==> src/csc_pkg.sv <==
// Package with register map, field layout and timing constants for the converter control
package csc_pkg;
   localparam logic [11:0] CSC_CTRL_OFS       = 12'h000;
   localparam logic [11:0] CSC_RESULT_OFS     = 12'h004;
   localparam logic [11:0] CSC_PORTC_DATA_OFS = 12'h008;
   localparam logic [11:0] CSC_PORTC_DIR_OFS  = 12'h00C;
   localparam int          CSC_ADDR_W         = 12;
   localparam int CSC_BIT_DONE  = 7;
   localparam int CSC_BIT_RC    = 6;
   localparam int CSC_BIT_PWR   = 5;
   localparam int CSC_CH_LSB    = 0;
   localparam int CSC_CH_W      = 3;
   localparam logic [7:0] CSC_CTRL_RESET  = 8'h00;
   localparam logic [7:0] CSC_PORTC_RESET = 8'h00;
   localparam logic [2:0] CSC_CH_AD0   = 3'h0;
   localparam logic [2:0] CSC_CH_HIGH_REFERENCE = 3'h4;
   localparam logic [2:0] CSC_CH_HALF  = 3'h5;
   localparam logic [2:0] CSC_CH_VSS   = 3'h6;
   localparam logic [2:0] CSC_CH_TEST  = 3'h7;
   localparam int CSC_PIN_AD0   = 6;
   localparam int CSC_PIN_HIGH_REFERENCE = 7;
   localparam int CSC_CONV_CYCLES = 32;
   localparam int CSC_RES_W       = 8;
   localparam logic [7:0] CSC_HALF_CODE = 8'h80;
   localparam logic [7:0] CSC_FULL_CODE = 8'hFF;
   localparam logic [7:0] CSC_ZERO_CODE = 8'h00;
   localparam logic [1:0] CSC_RESP_OKAY   = 2'h0;
   localparam logic [1:0] CSC_RESP_SLVERR = 2'h2;
   typedef enum logic [1:0] {CSC_IDLE, CSC_SAMPLE, CSC_SAR} csc_state_t;
endpackage

==> src/csc_converter_ctrl.sv <==
// Conversion sequencer, channel mux, port C override and AXI4-Lite register slave
//
// Design decisions made here: the register addresses and the AXI4-Lite interface to the registers.
`timescale 1ns/1ps
module csc_converter_ctrl
   import csc_pkg::*;
#(
   parameter int CONV_CYCLES = CSC_CONV_CYCLES
)(
   input  wire logic        aclk,           // Bus clock, 20 MHz
   input  wire logic        aresetn,        // Synchronous reset, active low
   input  wire logic        rc_clk_tick,    // One pulse per RC oscillator cycle
   input  wire logic        stop_mode,      // Stop instruction executed
   input  wire logic [7:0]  analog_cmp_hi,  // Comparator: input above trial, per channel
   input  wire logic [7:0]  port_c_pins,    // Port C pin levels
   output logic [7:0]       port_c_dir,     // Effective port C direction, 1 = output
   output logic [7:0]       sar_trial,      // Trial code to the D/A
   output logic [2:0]       mux_select,     // Channel steering the analog mux
   output logic             converter_on,   // Analog power enable
   input  wire logic [11:0] s_axi_awaddr,   // Write address
   input  wire logic        s_axi_awvalid,  // Write address valid
   output logic             s_axi_awready,  // Write address ready
   input  wire logic [31:0] s_axi_wdata,    // Write data
   input  wire logic [3:0]  s_axi_wstrb,    // Write strobes
   input  wire logic        s_axi_wvalid,   // Write data valid
   output logic             s_axi_wready,   // Write data ready
   output logic [1:0]       s_axi_bresp,    // Write response
   output logic             s_axi_bvalid,   // Write response valid
   input  wire logic        s_axi_bready,   // Write response ready
   input  wire logic [11:0] s_axi_araddr,   // Read address
   input  wire logic        s_axi_arvalid,  // Read address valid
   output logic             s_axi_arready,  // Read address ready
   output logic [31:0]      s_axi_rdata,    // Read data
   output logic [1:0]       s_axi_rresp,    // Read response
   output logic             s_axi_rvalid,   // Read data valid
   input  wire logic        s_axi_rready    // Read data ready
);
   localparam int CW = $clog2(CONV_CYCLES + 1);
   localparam logic [CW-1:0] CONV_LAST = CW'(CONV_CYCLES - 1);
   localparam logic [CW-1:0] SAR_START = CW'(CONV_CYCLES - CSC_RES_W);

   // Bus state
   logic        aw_got_r, aw_got_nxt, w_got_r, w_got_nxt;
   logic [11:0] awaddr_r, awaddr_nxt;
   logic [31:0] wdata_r, wdata_nxt;
   logic [3:0]  wstrb_r, wstrb_nxt;
   logic        bvalid_r, bvalid_nxt, rvalid_r, rvalid_nxt;
   logic [1:0]  bresp_r, bresp_nxt, rresp_r, rresp_nxt;
   logic [31:0] rdata_r, rdata_nxt;
   logic        arready_r, arready_nxt;
   logic        awready_r, awready_nxt, wready_r, wready_nxt;
   // Converter state
   logic [7:0]  ctrl_r, ctrl_nxt;
   logic [7:0]  portc_data_r, portc_data_nxt, portc_ddr_r, portc_ddr_nxt;
   logic [7:0]  result_r, result_nxt, trial_r, trial_nxt, bit_r, bit_nxt;
   logic        done_r, done_nxt;
   logic [CW-1:0] cnt_r, cnt_nxt;
   csc_state_t  st_r, st_nxt;
   logic [7:0]  dir_r, dir_nxt;
   logic [2:0]  mux_r, mux_nxt;
   logic        on_r, on_nxt;

   logic        wr_fire, rd_fire, ctrl_wr, result_rd, tick, pwr, rc_sel;
   logic [2:0]  chan;
   logic [7:0]  pin_mask, cmp_bit_sel, sar_keep;
   logic        cmp_hi;

   assign pwr    = ctrl_r[CSC_BIT_PWR];
   assign rc_sel = ctrl_r[CSC_BIT_RC];
   assign chan   = ctrl_r[CSC_CH_LSB +: CSC_CH_W];
   // Stop freezes trial and result, and the sequencer clears the count, so an aborted conversion leaves the result unchanged
   assign tick   = !stop_mode && (rc_sel ? rc_clk_tick : 1'b1);
   assign wr_fire = aw_got_r && w_got_r && !bvalid_r;
   assign rd_fire = s_axi_arvalid && arready_r;
   assign ctrl_wr   = wr_fire && (awaddr_r == CSC_CTRL_OFS) && wstrb_r[0];
   assign result_rd = rd_fire && (s_axi_araddr == CSC_RESULT_OFS);
   assign cmp_bit_sel = analog_cmp_hi >> chan;
   assign cmp_hi = cmp_bit_sel[0];
   assign sar_keep = cmp_hi ? trial_r : (trial_r & ~bit_r);

   // Pin owned by the selected channel: codes 0-3 map to pins 6-3, code 4 to pin 7
   always_comb
   begin
      pin_mask = 8'h00;
      if (pwr && chan < CSC_CH_HIGH_REFERENCE)
         pin_mask[CSC_PIN_AD0 - int'(chan)] = 1'b1;
      else if (pwr && chan == CSC_CH_HIGH_REFERENCE)
         pin_mask[CSC_PIN_HIGH_REFERENCE] = 1'b1;
   end

   // Register bus
   always_comb
   begin
      aw_got_nxt = aw_got_r;
      w_got_nxt  = w_got_r;
      awaddr_nxt = awaddr_r;
      wdata_nxt  = wdata_r;
      wstrb_nxt  = wstrb_r;
      bvalid_nxt = bvalid_r;
      bresp_nxt  = bresp_r;
      rvalid_nxt = rvalid_r;
      rresp_nxt  = rresp_r;
      rdata_nxt  = rdata_r;
      arready_nxt = !rvalid_r && !rd_fire;
      if (s_axi_awvalid && !aw_got_r)
      begin
         aw_got_nxt = 1'b1;
         awaddr_nxt = s_axi_awaddr;
      end
      if (s_axi_wvalid && !w_got_r)
      begin
         w_got_nxt = 1'b1;
         wdata_nxt = s_axi_wdata;
         wstrb_nxt = s_axi_wstrb;
      end
      if (wr_fire)
      begin
         aw_got_nxt = 1'b0;
         w_got_nxt  = 1'b0;
         bvalid_nxt = 1'b1;
         bresp_nxt  = (awaddr_r == CSC_CTRL_OFS || awaddr_r == CSC_PORTC_DATA_OFS ||
                       awaddr_r == CSC_PORTC_DIR_OFS) ? CSC_RESP_OKAY : CSC_RESP_SLVERR;
      end
      if (bvalid_r && s_axi_bready)
         bvalid_nxt = 1'b0;
      if (rd_fire)
      begin
         rvalid_nxt = 1'b1;
         rresp_nxt  = CSC_RESP_OKAY;
         case (s_axi_araddr)
            CSC_CTRL_OFS:       rdata_nxt = {24'h000000, done_r, ctrl_r[6:0]};
            CSC_RESULT_OFS:     rdata_nxt = {24'h000000, result_r};
            CSC_PORTC_DATA_OFS: rdata_nxt = {24'h000000, port_c_pins & ~pin_mask};
            CSC_PORTC_DIR_OFS:  rdata_nxt = {24'h000000, dir_r};
            default:
            begin
               rdata_nxt = 32'h00000000;
               rresp_nxt = CSC_RESP_SLVERR;
            end
         endcase
      end
      else if (rvalid_r && s_axi_rready)
         rvalid_nxt = 1'b0;
      // Ready follows the holding flags one edge ahead so the ports come from flops
      awready_nxt = !aw_got_nxt;
      wready_nxt  = !w_got_nxt;
   end

   // Conversion sequencer
   always_comb
   begin
      ctrl_nxt       = ctrl_r;
      portc_data_nxt = portc_data_r;
      portc_ddr_nxt  = portc_ddr_r;
      result_nxt     = result_r;
      trial_nxt      = trial_r;
      bit_nxt        = bit_r;
      done_nxt       = done_r;
      cnt_nxt        = cnt_r;
      st_nxt         = st_r;
      if (wr_fire && wstrb_r[0] && awaddr_r == CSC_PORTC_DATA_OFS)
         portc_data_nxt = wdata_r[7:0];
      if (wr_fire && wstrb_r[0] && awaddr_r == CSC_PORTC_DIR_OFS)
         portc_ddr_nxt = wdata_r[7:0];
      // Cleared before the case so a conversion ending now sets the flag again
      if (result_rd)
         done_nxt = 1'b0;
      // Wait and halt have no input here, so the sequencer keeps running
      case (st_r)
         CSC_IDLE:
         begin
            cnt_nxt = '0;
            if (pwr)
               st_nxt = CSC_SAMPLE;
         end
         CSC_SAMPLE:
            if (tick)
            begin
               cnt_nxt = cnt_r + CW'(1);
               if (cnt_r == SAR_START - CW'(1))
               begin
                  st_nxt    = CSC_SAR;
                  bit_nxt   = CSC_HALF_CODE;
                  trial_nxt = CSC_HALF_CODE;
               end
            end
         CSC_SAR:
            if (tick)
            begin
               if (cnt_r == CONV_LAST)
               begin
                  result_nxt = (chan == CSC_CH_TEST) ? CSC_ZERO_CODE : sar_keep;
                  done_nxt   = 1'b1;
                  cnt_nxt    = '0;
                  st_nxt     = CSC_SAMPLE;
               end
               else
               begin
                  cnt_nxt   = cnt_r + CW'(1);
                  bit_nxt   = bit_r >> 1;
                  trial_nxt = sar_keep | (bit_r >> 1);
               end
            end
         default: st_nxt = CSC_IDLE;
      endcase
      // A control write beats a conversion ending in the same cycle
      if (ctrl_wr)
      begin
         ctrl_nxt = {1'b0, wdata_r[6:0]};
         done_nxt = 1'b0;
         st_nxt   = CSC_IDLE;
      end
      // Power off parks the sequencer
      if (!pwr && !ctrl_wr)
         st_nxt = CSC_IDLE;
      if (stop_mode)
      begin
         st_nxt  = CSC_IDLE;
         cnt_nxt = '0;
      end
      // Stop exit settling is covered by the core's oscillator start-up delay
   end

   always_comb
   begin
      dir_nxt = portc_ddr_r & ~pin_mask;
      mux_nxt = chan;
      on_nxt  = pwr && !stop_mode;
   end

   always_ff @(posedge aclk)
   begin
      if (!aresetn)
      begin
         aw_got_r <= 1'b0;
         w_got_r  <= 1'b0;
         awaddr_r <= '0;
         wdata_r  <= '0;
         wstrb_r  <= '0;
         bvalid_r <= 1'b0;
         bresp_r  <= CSC_RESP_OKAY;
         rvalid_r <= 1'b0;
         rresp_r  <= CSC_RESP_OKAY;
         rdata_r  <= '0;
         arready_r <= 1'b0;
         awready_r <= 1'b1;
         wready_r  <= 1'b1;
         ctrl_r   <= CSC_CTRL_RESET;
         portc_data_r <= CSC_PORTC_RESET;
         portc_ddr_r  <= CSC_PORTC_RESET;
         result_r <= CSC_ZERO_CODE;
         trial_r  <= CSC_ZERO_CODE;
         bit_r    <= CSC_ZERO_CODE;
         done_r   <= 1'b0;
         cnt_r    <= '0;
         st_r     <= CSC_IDLE;
         dir_r    <= CSC_PORTC_RESET;
         mux_r    <= CSC_CH_AD0;
         on_r     <= 1'b0;
      end
      else
      begin
         aw_got_r <= aw_got_nxt;
         w_got_r  <= w_got_nxt;
         awaddr_r <= awaddr_nxt;
         wdata_r  <= wdata_nxt;
         wstrb_r  <= wstrb_nxt;
         bvalid_r <= bvalid_nxt;
         bresp_r  <= bresp_nxt;
         rvalid_r <= rvalid_nxt;
         rresp_r  <= rresp_nxt;
         rdata_r  <= rdata_nxt;
         arready_r <= arready_nxt;
         awready_r <= awready_nxt;
         wready_r  <= wready_nxt;
         ctrl_r   <= ctrl_nxt;
         portc_data_r <= portc_data_nxt;
         portc_ddr_r  <= portc_ddr_nxt;
         result_r <= result_nxt;
         trial_r  <= trial_nxt;
         bit_r    <= bit_nxt;
         done_r   <= done_nxt;
         cnt_r    <= cnt_nxt;
         st_r     <= st_nxt;
         dir_r    <= dir_nxt;
         mux_r    <= mux_nxt;
         on_r     <= on_nxt;
      end
   end

   assign s_axi_awready = awready_r;
   assign s_axi_wready  = wready_r;
   assign s_axi_bvalid  = bvalid_r;
   assign s_axi_bresp   = bresp_r;
   assign s_axi_arready = arready_r;
   assign s_axi_rvalid  = rvalid_r;
   assign s_axi_rresp   = rresp_r;
   assign s_axi_rdata   = rdata_r;
   assign port_c_dir    = dir_r;
   assign sar_trial     = trial_r;
   assign mux_select    = mux_r;
   assign converter_on  = on_r;
endmodule

==> config.mk <==
export PLATFORM = sky130hd
export DESIGN_NAME = csc_converter_ctrl
export DESIGN_NICKNAME = d
export VERILOG_FILES = /design/src/csc_pkg.sv /design/src/csc_converter_ctrl.sv
export SDC_FILE = /design/constraint.sdc
export NUM_CORES = 1
export LEC_CHECK = 0
export ABC_AREA = 0
export BUFFER_PORTS_ARGS = -buffer_cell sky130_fd_sc_hd__buf_2
export CAP_MARGIN = 20
export CORE_MARGIN = 4
export CORE_UTILIZATION = 51
export CTS_CLUSTER_DIAMETER = 120
export DETAILED_ROUTE_END_ITERATION = 8
export PLACE_DENSITY = 0.81
export REMOVE_ABC_BUFFERS = 1
export SETUP_SLACK_MARGIN = 0.05
export SLEW_MARGIN = 20
export SYNTH_ARGS = -nofsm -noshare
export SYNTH_HDL_FRONTEND = slang
export SYNTH_SLANG_ARGS = --single-unit
==> constraint.sdc <==
create_clock -name aclk -period 2.2 [get_ports aclk]
set_input_delay 0 -clock aclk [delete_from_list [all_inputs] [get_ports aclk]]
set_output_delay 0 -clock aclk [all_outputs]
set_load 0.05 [all_outputs]
==> reports/metrics.yaml <==
outcome:
  outcome: "complete, no violations"
floorplanning:
  start_util_pct: 53.1
  fp.coreArea_um2: 8300
  rows: 33
  die_w_um: 101
  die_h_um: 101
  dieArea_um2: 10200
  pin_count: 146
clocking:
  worstSkewPairLatency_ns: 0.36
  cts_tree: "yes"
  cts_setup_buffers: 0
  clockRootBuffer: "clkbuf_8"
  htree_num_levels: 3
  cts_buffers: 9
  clock_path_buffers: 2
  path_clk_slew_ns: 0.10
  cts_sinks: 98
yosys:
  ys_seq_elements: 98
  syn_area_um2: 4410
  ys_seq_area_share_pct: 44.5
  yosysWarnings: 0
  ys_types: 54
  netlist_instances: 472
  syn-mean-instance-area_um2: 9.34
  async_reset_ff_share_pct: 0
  synth_ff_type: "dfxtp_1"
  synth-edff-count: 0
placed_design:
  port_buffers: 92
  gp_congestion: 0.864
  dp.cells: 651
  place_hpwl_mm: 7.38
  placed_area_um2: 4840
flow_run:
  cap_viol_max_count: 0
pwr:
  p_clk_share_pct: 38.6
  leakage_nw: 2.46
  p_comb_share_pct: 11.0
  power_density_nw_per_um2: 672
  p_sw_mw: 0.925
  power.internal_mw: 2.71
  p_sw_share_pct: 25.4
  vdd_drop_max_mv: 0.415
  seqPwrFrac_pct: 50.4
sta:
  fin_worst_hold_slack_ns: 0.0189
  relSlewSlack_pct: 42.7
  clock_skew_ns: 0.0115
  min_period_over_period_pct: 91.8
  rsz0062_at_grt: "false"
  max_clock_freq_ghz: 0.495
  hold_viol: 0
  worstMarginPinSlew_ns: 0.858
  final_max_slew_viol_count: 0
  setup_viol: 0
  period_needed_ns: 2.02
setup_path:
  cp_slowest_stage_delay_ns: 0.43
  worstPathRequired_ns: 2.50
  crit_path_max_fanout: 8
  slowest_stage: "or3b_1"
  path_cells: "inv_1 -> ha_2 -> or3b_1 -> nor3_2 -> buf_4 -> and3_2 -> a32o_1"
  arrival_ns: 2.32
  reg2regPathDepth: 7
  crit_path_start_kind: "flip-flop"
  worstSetupPathType: "reg2reg"
  worstSetupEndpointType: "flip-flop"
grt:
  grt_pass1_wl_mm: 16.8
  antenna_found_initial: 0
  grt_pass1_vias: 3670
  grt_usage_pct: 20.8
  grt_max_degree: 38
  globalRouteOverflowTotal: 0
routing:
  routed_wl_mm: 10.4
  drt_iter0_drc: 160
  via_per_inst: 5.45
  vias: 3790
  drc: 0
  first_pass_iters: 4
  wl_per_cell_um: 15.0
  drtAntennaViolNets: 0
hold_path:
  hp-class: "in2reg"
  hold_depth: 3
layout:
  postLayoutCellArea_um2: 5410
  layout.nets: 678
  layout-drive-gt1-share_pct: 22.5
  final_common_cell: "dfxtp_1"
  fin_cells: 696
  mostFrequentLayoutCells: "dfxtp_1 (98), buf_2 (92), nand2_1 (83)"
  synthToLayoutAreaGrowth_pct: 22.6
## layer usage
layer | routed length (um) | track usage (%) | up-vias
met2 | 5110 | 35.0 | 145
met5 | 0 | 0 | -
li1 | - | - | 1827
met3 | 753 | 4.22 | 29
met1 | 4220 | 24.5 | 1789
met4 | 342 | 11.7 | 0
## synth_stat cells, types with 2 or more instances
cell / count / area, um2
nor2_1: 19 / 71.3
dfxtp_1: 98 / 1960
nor3_1: 2 / 10.0
nor2b_1: 25 / 156
buf_4: 28 / 210
buf_1: 3 / 11.3
mux4_2: 2 / 45.0
xor2_1: 3 / 26.3
a21oi_1: 7 / 35.0
nand4_1: 4 / 25.0
a21boi_0: 23 / 173
nand3_1: 8 / 40.0
and3_1: 18 / 113
or2_2: 2 / 12.5
buf_2: 2 / 10.0
or4_1: 2 / 15.0
ha_1: 8 / 100
nor4_1: 3 / 18.8
o21ai_0: 5 / 25.0
o211ai_1: 7 / 52.6
a221o_1: 7 / 70.1
and2_1: 6 / 37.5
nor3b_1: 2 / 15.0
a32o_1: 17 / 170
nand3b_1: 2 / 15.0
clkbuf_1: 15 / 56.3
nand2b_1: 7 / 43.8
mux2i_1: 24 / 240
nand2_1: 84 / 315
a22o_1: 8 / 70.1
inv_1: 8 / 30.0
## worst max-delay path: cells and delay by family, from the launching register on
family	cells	cell delay [ns]
and+or+nand+nor	3	0.91
DFF	1	0.36
buffers and inverters	2	0.27
adders and majority gates	1	0.25
AOI/OAI and AO/OA	1	0.19
## sequential cells by signal, indices dropped and copies added (netlist names), 2 cells and up
signal	cells
sar_trial	8
wdata_r	8
port_c_dir	8
result_r	8
ctrl_r	7
awaddr_r	12
s_axi_rdata	8
cnt_r	6
st_r	2
bit_r	8
mux_select	3
portc_ddr_r	8
## per-stage QoR
step / TNS (ns) / util [%] / power [mW] / setup WS, ns
floorplan: -1.99 / - / 2.11 / -0.205
global placement: 0 / 58.3 / 2.22 / 0.0587
detailed placement: -0.506 / 58.3 / 2.23 / -0.0593
CTS: 0 / 64.8 / 3.66 / 0.0615
global route: 0 / 65.1 / 3.78 / 0.0659
finish: 0 / 65.2 / 3.63 / 0.181
## worst paths after layout
| path | from | to | slack, ns |
|---|---|---|---|
| max | st_r[0] | result_r[7] | 0.18 |
| min | port_c_pins[7] | s_axi_rdata[7] | 0.02 |
| max reg2reg | st_r[0] | result_r[7] | 0.18 |
| min reg2reg | s_axi_rvalid | s_axi_arready | 0.45 |
## power groups by stage
stage | clock, mW | combinational (mW) | sequential (mW)
6_report | 1.40 | 0.400 | 1.83
5_1_grt | 1.51 | 0.430 | 1.84
4_1_cts | 1.43 | 0.394 | 1.83
3_5_place_dp | 0 | 0.354 | 1.87
3_3_place_gp | 0 | 0.347 | 1.87
2_1_floorplan | 0 | 0.211 | 1.90
## what timing repair did
item / in CTS / in global routing
cloned: 0 / 0
setup endpoints to repair: 22 / 20
endpoints found under the hold margin: 29 / 0
pin swaps: 0 / 1
resized for setup: 2 / 8
hold buffers: 28 / 0
## logic make-up after synthesis
group,Yosys count,synth area share (%)
compound gates,83,15.1
xor+xnor,4,0.794
fa+ha+maj,8,2.27
buf+inv,57,7.46
flops,98,44.5
mux,27,6.98
other cells,1,0.0850
simple gates,194,22.8
## area by class of cell
| cell class | count | area [um2] |
|---|---|---|
| fillers | 688 | 2890 |
| diodes | 1 | 2.50 |
| clock inverters | 7 | 124 |
| clock buffers | 9 | 124 |
| repair buffers | 126 | 790 |
| flip-flops and latches | 98 | 1960 |
| multi-input cells | 342 | 2250 |
| well taps | 105 | 131 |
| inverters | 8 | 30.0 |
Power figures use the tool's default switching activity.
